**config.mk**
```make
export PLATFORM = sky130hd
export DESIGN_NAME = ccu_top
export DESIGN_NICKNAME = d
export VERILOG_FILES = /design/src/ccu_pkg.sv /design/src/ccu_top.sv
export VERILOG_INCLUDE_DIRS = /design/src /design/src/src
export SDC_FILE = /design/constraint.sdc
export NUM_CORES = 1
export LEC_CHECK = 0
export BUFFER_PORTS_ARGS = -buffer_cell sky130_fd_sc_hd__buf_2
export CAP_MARGIN = 0
export CORE_UTILIZATION = 35
export CTS_BUF_LIST = sky130_fd_sc_hd__clkbuf_4
export CTS_CLUSTER_DIAMETER = 150
export DETAILED_ROUTE_END_ITERATION = 12
export PLACE_DENSITY = 0.59
export SYNTH_ARGS = -nofsm -noshare
export SYNTH_HDL_FRONTEND = slang
export SYNTH_SLANG_ARGS = --single-unit
```
**constraint.sdc**
```tcl
create_clock -name ref_clk -period 9.1 [get_ports ref_clk]
set_input_delay 2.73 -clock ref_clk [delete_from_list [all_inputs] [get_ports ref_clk]]
set_output_delay 2.73 -clock ref_clk [all_outputs]
set_load 0.01 [all_outputs]
```
**src/ccu_params.svh**
```systemverilog
// Offsets, field positions, reset values and timing figures of the clock calendar unit
`ifndef CCU_PARAMS_SVH
`define CCU_PARAMS_SVH

// Register byte addresses (one aligned word each)
`define CCU_ADDR_W        6
`define CCU_A_CFG         6'h00
`define CCU_A_TRIM        6'h04
`define CCU_A_PAD         6'h08
`define CCU_A_ACFG        6'h0C
`define CCU_A_RPT         6'h10
`define CCU_A_VHIGH       6'h14
`define CCU_A_VLOW        6'h18
`define CCU_A_AHIGH       6'h1C
`define CCU_A_ALOW        6'h20
`define CCU_A_KEY         6'h24

// Unlock keys
`define CCU_KEY1          8'h55
`define CCU_KEY2          8'hAA

// Calendar configuration fields
`define CCU_B_ON          7
`define CCU_B_UNLOCK      5
`define CCU_B_RIPPLE      4
`define CCU_B_HALF        3
`define CCU_B_OE          2
// Pin source field
`define CCU_B_SEL_HI      2
`define CCU_B_SEL_LO      1
// Alarm configuration fields
`define CCU_B_ARM         7
`define CCU_B_CHIME       6
`define CCU_B_MASK_HI     5
`define CCU_B_MASK_LO     2

// Pin source codes
`define CCU_SEL_ALARM     2'h0
`define CCU_SEL_SECONDS   2'h1
`define CCU_SEL_SOURCE    2'h2

// Field write masks (reserved bits read zero)
`define CCU_M_SEC         8'h7F
`define CCU_M_HOUR        8'h3F
`define CCU_M_WDAY        8'h07
`define CCU_M_MON         8'h1F
`define CCU_M_YEAR        8'hFF

// BCD limits
`define CCU_LAST_SEC      8'h59
`define CCU_LAST_HOUR     8'h23
`define CCU_LAST_WDAY     8'h06
`define CCU_LAST_MON      8'h12
`define CCU_LAST_YEAR     8'h99
`define CCU_FEB           8'h02
`define CCU_FIRST_DAY     8'h01
`define CCU_RST_DAY       8'h01
`define CCU_RST_MON       8'h01
`define CCU_RPT_MAX       8'hFF

// Source timebase: 32.768 kHz, counted in source edges
`define CCU_SRC_HZ        32768
`define CCU_PRE_W         17
`define CCU_RIPPLE_WIN    32

`endif

```
**src/ccu_pkg.sv**
```systemverilog
// Types of the clock calendar unit
package ccu_pkg;

  // Unlock sequence progress
  typedef enum logic [1:0] {
    CCU_UL_IDLE,
    CCU_UL_GOT1,
    CCU_UL_GOT2
  } ccu_unlock_t;

  // Whole state of the unit
  typedef struct packed {
    logic        cal_on;
    logic        unlock;
    logic        oe;
    logic [1:0]  vptr;
    logic [7:0]  trim;
    logic [1:0]  pinsel;
    logic        arm;
    logic        chime;
    logic [3:0]  alarm_interval_mask;
    logic [1:0]  aptr;
    logic [7:0]  rpt;
    logic [7:0]  sec;
    logic [7:0]  min;
    logic [7:0]  hour;
    logic [7:0]  wday;
    logic [7:0]  day;
    logic [7:0]  mon;
    logic [7:0]  year;
    logic [7:0]  asec;
    logic [7:0]  amin;
    logic [7:0]  ahour;
    logic [7:0]  awday;
    logic [7:0]  aday;
    logic [7:0]  amon;
    logic [16:0] pre;
    logic        src_d;
    logic        due_half;
    logic        due_sec;
    ccu_unlock_t ul;
    logic        served;
    logic [31:0] rdata;
    logic        alarm_pulse;
    logic        alarm_pin;
    logic        pin;
  } ccu_state_t;

endpackage

```
**src/ccu_top.sv**
```systemverilog
// Clock calendar unit with alarm, drift trim and Avalon-MM registers
`include "ccu_params.svh"
`timescale 1ns/1ps
`default_nettype none

module ccu_top
  import ccu_pkg::*;
(
  // Clock and resets
  input  wire logic        ref_clk,
  input  wire logic        rst,
  input  wire logic        soft_rst,
  // Avalon-MM slave
  input  wire logic [5:0]  avs_address,
  input  wire logic        avs_read,
  input  wire logic        avs_write,
  input  wire logic [31:0] avs_writedata,
  input  wire logic [3:0]  avs_byteenable,
  output logic      [31:0] avs_readdata,
  output logic             avs_waitrequest,
  // Timebase source
  input  wire logic        src_clk_in,
  // Pin and event
  output logic             pin_level,
  output logic             pin_drive,
  output logic             alarm_event
);

  localparam int SEC_TICKS = `CCU_SRC_HZ;
  localparam logic [16:0] PRE_LAST = 17'(SEC_TICKS - 1);
  localparam logic [16:0] PRE_HALF = 17'(SEC_TICKS / 2);
  localparam logic [16:0] PRE_RIP  = 17'(SEC_TICKS - `CCU_RIPPLE_WIN);

  localparam ccu_state_t ST_RST = '{day: `CCU_RST_DAY, mon: `CCU_RST_MON,
                                    ul: CCU_UL_IDLE, default: '0};

  ccu_state_t s_r;
  ccu_state_t s_nxt;

  // BCD step: carry flag and next digit pair
  function automatic logic [8:0] bcd_step(input logic [7:0] v, input logic [7:0] last,
                                          input logic [7:0] first);
    if (v == last) return {1'b1, first};
    if (v[3:0] == 4'h9) return {1'b0, v[7:4] + 4'h1, 4'h0};
    return {1'b0, v[7:4], v[3:0] + 4'h1};
  endfunction

  // Leap year within 2000-2099: BCD year divisible by four
  function automatic logic is_leap(input logic [7:0] y);
    if (!y[4]) return (y[3:0] == 4'h0) || (y[3:0] == 4'h4) || (y[3:0] == 4'h8);
    return (y[3:0] == 4'h2) || (y[3:0] == 4'h6);
  endfunction

  // Last day of month in BCD
  function automatic logic [7:0] last_day(input logic [7:0] m, input logic [7:0] y);
    case (m)
      `CCU_FEB: return is_leap(y) ? 8'h29 : 8'h28;
      8'h04, 8'h06, 8'h09, 8'h11: return 8'h30;
      default: return 8'h31;
    endcase
  endfunction

  // Bus handshake, timebase, trim and alarm terms
  logic req;
  logic acc;
  logic wr_acc;
  logic rd_acc;
  logic src_rise;
  logic ripple;
  logic half;
  logic match;
  logic fire;
  logic [7:0] wb;
  logic [16:0] trim_load;

  assign req      = avs_read | avs_write;
  assign acc      = req & s_r.served;
  assign wr_acc   = acc & avs_write & avs_byteenable[0];
  assign rd_acc   = acc & avs_read;
  assign wb       = avs_writedata[7:0];
  assign src_rise = src_clk_in & ~s_r.src_d;
  assign half     = $signed(s_r.pre) >= $signed(PRE_HALF);
  assign ripple   = s_r.cal_on & ($signed(s_r.pre) >= $signed(PRE_RIP));
  assign trim_load = {{7{s_r.trim[7]}}, s_r.trim, 2'b00};

  // Masked compare of current time against alarm fields
  always_comb begin
    logic m_s1;
    logic m_s;
    logic m_m1;
    logic m_m;
    logic m_h;
    logic m_w;
    logic m_d;
    logic m_mo;
    m_s1 = s_r.sec[3:0] == s_r.asec[3:0];
    m_s  = s_r.sec == s_r.asec;
    m_m1 = s_r.min[3:0] == s_r.amin[3:0];
    m_m  = s_r.min == s_r.amin;
    m_h  = s_r.hour == s_r.ahour;
    m_w  = s_r.wday == s_r.awday;
    m_d  = s_r.day == s_r.aday;
    m_mo = s_r.mon == s_r.amon;
    case (s_r.alarm_interval_mask)
      4'h0: match = s_r.due_half | s_r.due_sec;
      4'h1: match = s_r.due_sec;
      4'h2: match = s_r.due_sec & m_s1;
      4'h3: match = s_r.due_sec & m_s;
      4'h4: match = s_r.due_sec & m_s & m_m1;
      4'h5: match = s_r.due_sec & m_s & m_m;
      4'h6: match = s_r.due_sec & m_s & m_m & m_h;
      4'h7: match = s_r.due_sec & m_s & m_m & m_h & m_w;
      4'h8: match = s_r.due_sec & m_s & m_m & m_h & m_d;
      4'h9: match = s_r.due_sec & m_s & m_m & m_h & m_d & m_mo;
      default: match = 1'b0;
    endcase
  end

  assign fire = s_r.arm & match;

  // Next state: timebase, calendar, alarm, bus
  always_comb begin
    logic [8:0] st;
    logic       cy;
    s_nxt = s_r;
    st = '0;
    cy = 1'b0;
    if (soft_rst) begin
      s_nxt = ST_RST;
      s_nxt.cal_on = s_r.cal_on;
      s_nxt.unlock = s_r.unlock;
      s_nxt.oe     = s_r.oe;
      s_nxt.vptr   = s_r.vptr;
    end
    s_nxt.src_d       = src_clk_in;
    s_nxt.served      = req & ~s_r.served;
    s_nxt.alarm_pulse = 1'b0;
    s_nxt.due_half    = 1'b0;
    s_nxt.due_sec     = 1'b0;

    // Prescaler and calendar advance
    if (s_r.cal_on && src_rise && !soft_rst) begin
      if (s_r.pre == PRE_LAST) begin
        s_nxt.pre = '0;
        s_nxt.due_sec = 1'b1;
        st = bcd_step(s_r.sec, `CCU_LAST_SEC, 8'h00);
        s_nxt.sec = st[7:0];
        cy = st[8];
        if (cy) begin
          s_nxt.pre = trim_load;
          st = bcd_step(s_r.min, `CCU_LAST_SEC, 8'h00);
          s_nxt.min = st[7:0];
          cy = st[8];
        end
        if (cy) begin
          st = bcd_step(s_r.hour, `CCU_LAST_HOUR, 8'h00);
          s_nxt.hour = st[7:0];
          cy = st[8];
        end
        if (cy) begin
          st = bcd_step(s_r.wday, `CCU_LAST_WDAY, 8'h00);
          s_nxt.wday = st[7:0];
          st = bcd_step(s_r.day, last_day(s_r.mon, s_r.year), `CCU_FIRST_DAY);
          s_nxt.day = st[7:0];
          cy = st[8];
        end
        if (cy) begin
          st = bcd_step(s_r.mon, `CCU_LAST_MON, `CCU_FIRST_DAY);
          s_nxt.mon = st[7:0];
          cy = st[8];
        end
        if (cy) begin
          st = bcd_step(s_r.year, `CCU_LAST_YEAR, 8'h00);
          s_nxt.year = st[7:0];
        end
      end else begin
        s_nxt.pre = s_r.pre + 17'h1;
        s_nxt.due_half = (s_r.pre + 17'h1) == PRE_HALF;
      end
    end

    // Alarm pin level holds until the next half-second step
    if (s_r.due_half || s_r.due_sec) s_nxt.alarm_pin = 1'b0;

    // Alarm event: repeat count and auto disarm
    if (fire) begin
      s_nxt.alarm_pulse = 1'b1;
      s_nxt.alarm_pin = 1'b1;
      if (s_r.rpt != 8'h00) s_nxt.rpt = s_r.rpt - 8'h01;
      else if (s_r.chime) s_nxt.rpt = `CCU_RPT_MAX;
      else s_nxt.arm = 1'b0;
    end

    // Read data is latched in the wait cycle
    case (avs_address)
      `CCU_A_CFG: s_nxt.rdata = {24'h0, s_r.cal_on, 1'b0, s_r.unlock, ripple, half,
                                 s_r.oe, s_r.vptr};
      `CCU_A_TRIM: s_nxt.rdata = {24'h0, s_r.trim};
      `CCU_A_PAD: s_nxt.rdata = {29'h0, s_r.pinsel, 1'b0};
      `CCU_A_ACFG: s_nxt.rdata = {24'h0, s_r.arm, s_r.chime, s_r.alarm_interval_mask, s_r.aptr};
      `CCU_A_RPT: s_nxt.rdata = {24'h0, s_r.rpt};
      `CCU_A_VHIGH: begin
        case (s_r.vptr)
          2'h0: s_nxt.rdata = {24'h0, s_r.min};
          2'h1: s_nxt.rdata = {24'h0, s_r.wday};
          2'h2: s_nxt.rdata = {24'h0, s_r.mon};
          default: s_nxt.rdata = '0;
        endcase
      end
      `CCU_A_VLOW: begin
        case (s_r.vptr)
          2'h0: s_nxt.rdata = {24'h0, s_r.sec};
          2'h1: s_nxt.rdata = {24'h0, s_r.hour};
          2'h2: s_nxt.rdata = {24'h0, s_r.day};
          default: s_nxt.rdata = {24'h0, s_r.year};
        endcase
      end
      `CCU_A_AHIGH: begin
        case (s_r.aptr)
          2'h0: s_nxt.rdata = {24'h0, s_r.amin};
          2'h1: s_nxt.rdata = {24'h0, s_r.awday};
          2'h2: s_nxt.rdata = {24'h0, s_r.amon};
          default: s_nxt.rdata = '0;
        endcase
      end
      `CCU_A_ALOW: begin
        case (s_r.aptr)
          2'h0: s_nxt.rdata = {24'h0, s_r.asec};
          2'h1: s_nxt.rdata = {24'h0, s_r.ahour};
          2'h2: s_nxt.rdata = {24'h0, s_r.aday};
          default: s_nxt.rdata = '0;
        endcase
      end
      default: s_nxt.rdata = '0;
    endcase
    if (!req || s_r.served) s_nxt.rdata = s_r.rdata;

    // Pointer walk on high window access
    if (acc && avs_address == `CCU_A_VHIGH && s_r.vptr != 2'h0)
      s_nxt.vptr = s_r.vptr - 2'h1;
    if (acc && avs_address == `CCU_A_AHIGH && s_r.aptr != 2'h0)
      s_nxt.aptr = s_r.aptr - 2'h1;

    // Register writes, taken at the accepting edge
    if (wr_acc) begin
      s_nxt.ul = CCU_UL_IDLE;
      case (avs_address)
        `CCU_A_KEY: begin
          if (s_r.ul == CCU_UL_IDLE && wb == `CCU_KEY1) s_nxt.ul = CCU_UL_GOT1;
          else if (s_r.ul == CCU_UL_GOT1 && wb == `CCU_KEY2) s_nxt.ul = CCU_UL_GOT2;
          else s_nxt.ul = CCU_UL_IDLE;
        end
        `CCU_A_CFG: begin
          if (s_r.unlock) s_nxt.cal_on = wb[`CCU_B_ON];
          if (s_r.ul == CCU_UL_GOT2) s_nxt.unlock = wb[`CCU_B_UNLOCK];
          s_nxt.oe = wb[`CCU_B_OE];
          s_nxt.vptr = wb[1:0];
        end
        `CCU_A_TRIM: s_nxt.trim = wb;
        `CCU_A_PAD: s_nxt.pinsel = wb[`CCU_B_SEL_HI:`CCU_B_SEL_LO];
        `CCU_A_ACFG: begin
          s_nxt.arm = wb[`CCU_B_ARM];
          s_nxt.chime = wb[`CCU_B_CHIME];
          s_nxt.alarm_interval_mask = wb[`CCU_B_MASK_HI:`CCU_B_MASK_LO];
          s_nxt.aptr = wb[1:0];
        end
        `CCU_A_RPT: s_nxt.rpt = wb;
        `CCU_A_VHIGH: begin
          if (s_r.unlock) begin
            case (s_r.vptr)
              2'h0: s_nxt.min = wb & `CCU_M_SEC;
              2'h1: s_nxt.wday = wb & `CCU_M_WDAY;
              2'h2: s_nxt.mon = wb & `CCU_M_MON;
              default: s_nxt.vptr = s_nxt.vptr;
            endcase
          end
        end
        `CCU_A_VLOW: begin
          if (s_r.unlock) begin
            case (s_r.vptr)
              2'h0: begin
                s_nxt.sec = wb & `CCU_M_SEC;
                s_nxt.pre = '0;
              end
              2'h1: s_nxt.hour = wb & `CCU_M_HOUR;
              2'h2: s_nxt.day = wb & `CCU_M_HOUR;
              default: s_nxt.year = wb & `CCU_M_YEAR;
            endcase
          end
        end
        `CCU_A_AHIGH: begin
          case (s_r.aptr)
            2'h0: s_nxt.amin = wb & `CCU_M_SEC;
            2'h1: s_nxt.awday = wb & `CCU_M_WDAY;
            2'h2: s_nxt.amon = wb & `CCU_M_MON;
            default: s_nxt.aptr = s_nxt.aptr;
          endcase
        end
        `CCU_A_ALOW: begin
          case (s_r.aptr)
            2'h0: s_nxt.asec = wb & `CCU_M_SEC;
            2'h1: s_nxt.ahour = wb & `CCU_M_HOUR;
            2'h2: s_nxt.aday = wb & `CCU_M_HOUR;
            default: s_nxt.aptr = s_nxt.aptr;
          endcase
        end
        default: s_nxt.ul = CCU_UL_IDLE;
      endcase
    end

    // Pin source mux
    case (s_r.pinsel)
      `CCU_SEL_SOURCE: s_nxt.pin = s_r.src_d;
      `CCU_SEL_SECONDS: s_nxt.pin = half;
      `CCU_SEL_ALARM: s_nxt.pin = s_r.alarm_pin;
      default: s_nxt.pin = 1'b0;
    endcase
    s_nxt.pin = s_nxt.pin & s_r.oe;
  end

  // State register, loaded with ST_RST by rst; soft_rst also reloads reset values, except the config fields, through s_nxt
  always_ff @(posedge ref_clk or posedge rst) begin
    if (rst) begin
      s_r <= ST_RST;
    end else begin
      s_r <= s_nxt;
    end
  end

  // Outputs
  assign avs_waitrequest = req & ~s_r.served;
  assign avs_readdata    = s_r.rdata;
  assign pin_level       = s_r.pin;
  assign pin_drive       = s_r.oe;
  assign alarm_event     = s_r.alarm_pulse;
endmodule // ccu_top

`default_nettype wire

```
==> results_dict.tcl <==
set metrics [dict create \
    status "completed" \
    cts_htree_levels 4 \
    ys_types 84 \
    synth_commonest_cells "nand2_1 (192), dfrtp_1 (167), nor2_1 (130), o21ai_0 (105), nand3_1 (83)" \
    yosys_warnings 0 \
    ys_seq_area_share_pct 37.62 \
    crit_family "simple AND/OR/NAND/NOR gates" \
    dieArea_um2 32860 \
    max_freq_mhz 160.7 \
    cts_tree "yes" \
    grt_setup_unrepaired "no" \
    synthFlopType "dfrtp_1" \
    cts_resized 0 \
    path_class "input port to output pin" \
    synth_edf_count 0 \
    tightest_slew_ns 1.175 \
    cts_setup_buffers 0 \
    yosysTopAreaCell "dfrtp_1" \
    power.leakage_nw 5.077 \
    drive_above_1_share_pct 7.988 \
    netlist_instances 1375 \
    maxSlewViolCount 0 \
    ys_async_sr_fraction_pct 100.0 \
    synthTopCellsByArea "dfrtp_1 (37%), nand2_1 (6.4%), o21ai_0 (4.7%)" \
    cts_hold_buf 0 \
    n_fill_cell 3241 \
    routedWlPerCell_um 20.72 \
    nets 1421 \
    avgSynthCellArea_um2 8.181 \
    arrival_ns 3.49 \
    clockRootBuffer "clkbuf_4" \
    route.detailed.drc 0 \
    drt.antenna.violating_nets 0 \
    numCtsBuffers 17 \
    ys_seq_elements 169 \
    startpoint_type "input port" \
    drtIter0Drc 1326 \
    cp_data_required_time_ns 6.37 \
    synth_top_area_share_pct 37.15 \
    slew_headroom_pct 21.05 \
    row_count 65 \
    start_util_pct 35.65 \
    path_common_cell "buf_2" \
    max-vdd-ir-drop_mv 0.09569 \
    grt_usage_pct 22.28 \
    firstDrtPassIters 8 \
    ios 84 \
    grt_first_pass_wirelength_um 56700 \
    path_clk_slew_ns 0.16 \
    synth_most_common_cell "nand2_1" \
    finalSetupTns_ns 0 \
    whs_ns 0.5101 \
    p_per_area_nw_per_um2 115.0 \
    slowest_stage "or2_2" \
    worstSkewPairLatency_ns 0.62 \
    path_cells "buf_2, nor2_1, or2_2, inv_1, buf_2" \
    grt_pass1_vias 9550 \
    fin_crit_sh_pct 68.40 \
    critPathBufInv 3 \
    die_w_um 181.3 \
    place_hpwl_um 25570 \
    gp_congestion 1.013 \
    gr-total-overflow 0 \
    netlist_area_um2 11250 \
    dieHeight_um 181.3 \
    final.setup_skew_ns 0.03625 \
    hold_viol 0 \
    via_per_inst 5.946 \
    cpPeakStageDelay_ns 0.35 \
    portBuffers 32 \
    critPathCaptureType "output pin" \
    setup-violations-final 0 \
    core_um2 31560 \
    grt_start_max_net_pins 78 \
    hold_path_class "register to register" \
    routed_wl_um 36370 \
    clock_sinks 169 \
    vias 10440 \
    drv_cap 0 \
    clockBufferDepth 2 \
    syn2layout_area_growth_pct 4.850 \
    cp_max_fo 9 \
    min_period_ns 6.224 \
    antenna_found_initial 1 \
]
kinds of logic (layout without fill, tap and decap cells):
group	Yosys count	after routing	synth area share (%)
other cells	1	25	0.03333
mux	16	16	1.490
buf+inv	162	116	6.751
fa+ha+maj	34	34	3.782
compound gates	333	333	19.23
flops	169	169	37.62
xor+xnor	58	58	4.516
simple gates	602	602	26.58
through the flow:
stage / std cells / power [mW] / util, % / worst slack (ns) / cell area, um2
after floorplan: 1398 / 0.8350 / - / 1.798 / 11340
after global placement: 1722 / 0.8603 / 36.36 / 2.888 / 11470
after detailed placement: 1722 / 0.8606 / 36.36 / 2.863 / 11470
after CTS: 1754 / 1.363 / 37.37 / 2.860 / 11790
after global routing: 1755 / 1.399 / 37.38 / 2.820 / 11800
final: 1755 / 1.356 / 37.38 / 2.876 / 11800
flip-flops by register name, indices dropped and copies added (netlist names):
signal        cells
s_r             158
avs_readdata      8
alarm_event       1
pin_drive         1
pin_level         1
layout make-up:
cell class,instances,area (um2),share of cell area [%]
inverter,43,166.4,1.411
tap,402,503.0,4.264
multi-input combinational,1067,6345,53.79
antenna,1,2.502,0.02122
clock buffer,17,127.6,1.082
clock inverter,15,191.4,1.623
sequential,169,4232,35.88
timing repair buffer,41,227.7,1.931
tightest hold or removal path: stages (launching register included):
cell     delay (ns)
dfrtp_1        0.38
nand2_1        0.05
o21ai_0        0.06
worst paths after layout:
path | start | to | slack, ns | depth (start not counted)
max | avs_write | avs_waitrequest | 2.88 | 5
min | avs_readdata[4] | avs_readdata[4] | 0.51 | 2
max reg2reg | s_r[171] | avs_readdata[3] | 5.88 | 7
min reg2reg | avs_readdata[4] | avs_readdata[4] | 0.51 | 2
max in group asynchronous | rst | s_r[127] | 5.72 | 3
min in group asynchronous | rst | s_r[51] | 2.22 | 2
placed cells by master (no fill, tap or decap), types with 11 or more instances in the layout:
master    netlist  routed
a21oi_1        79      79
a222oi_1       32      32
a31oi_1        25      25
and2_1         18      18
and3_1         25      25
buf_2           7      32
clkbuf_4        0      17
conb_1          1      24
dfrtp_1       167     167
ha_1           34      34
inv_1          41      40
nand2_1       192     192
nand3_1        83      83
nand3b_1       11      11
nand4_1        27      27
nor2_1        130     130
nor2b_1        13      13
nor3_1         23      23
nor4_1         12      12
o21ai_0       105     105
xnor2_1        42      42
xor2_1         16      16
per-layer routing:
metal / vias to the layer above / routed length (um) / track usage [%]
li1: 4823 / - / -
met1: 5107 / 16150 / 31.39
met2: 429 / 16080 / 33.38
met3: 76 / 2728 / 3.225
met4: 0 / 1407 / 10.61
met5: - / 0 / 0
where the power goes:
part           internal, mW  switching, mW  leakage (nW)
sequential            0.754        0.00361          2.35
clock                 0.197          0.312         0.167
combinational        0.0156         0.0741          2.56
total                 0.966          0.390          5.08
(Power assumes the default switching activity.)
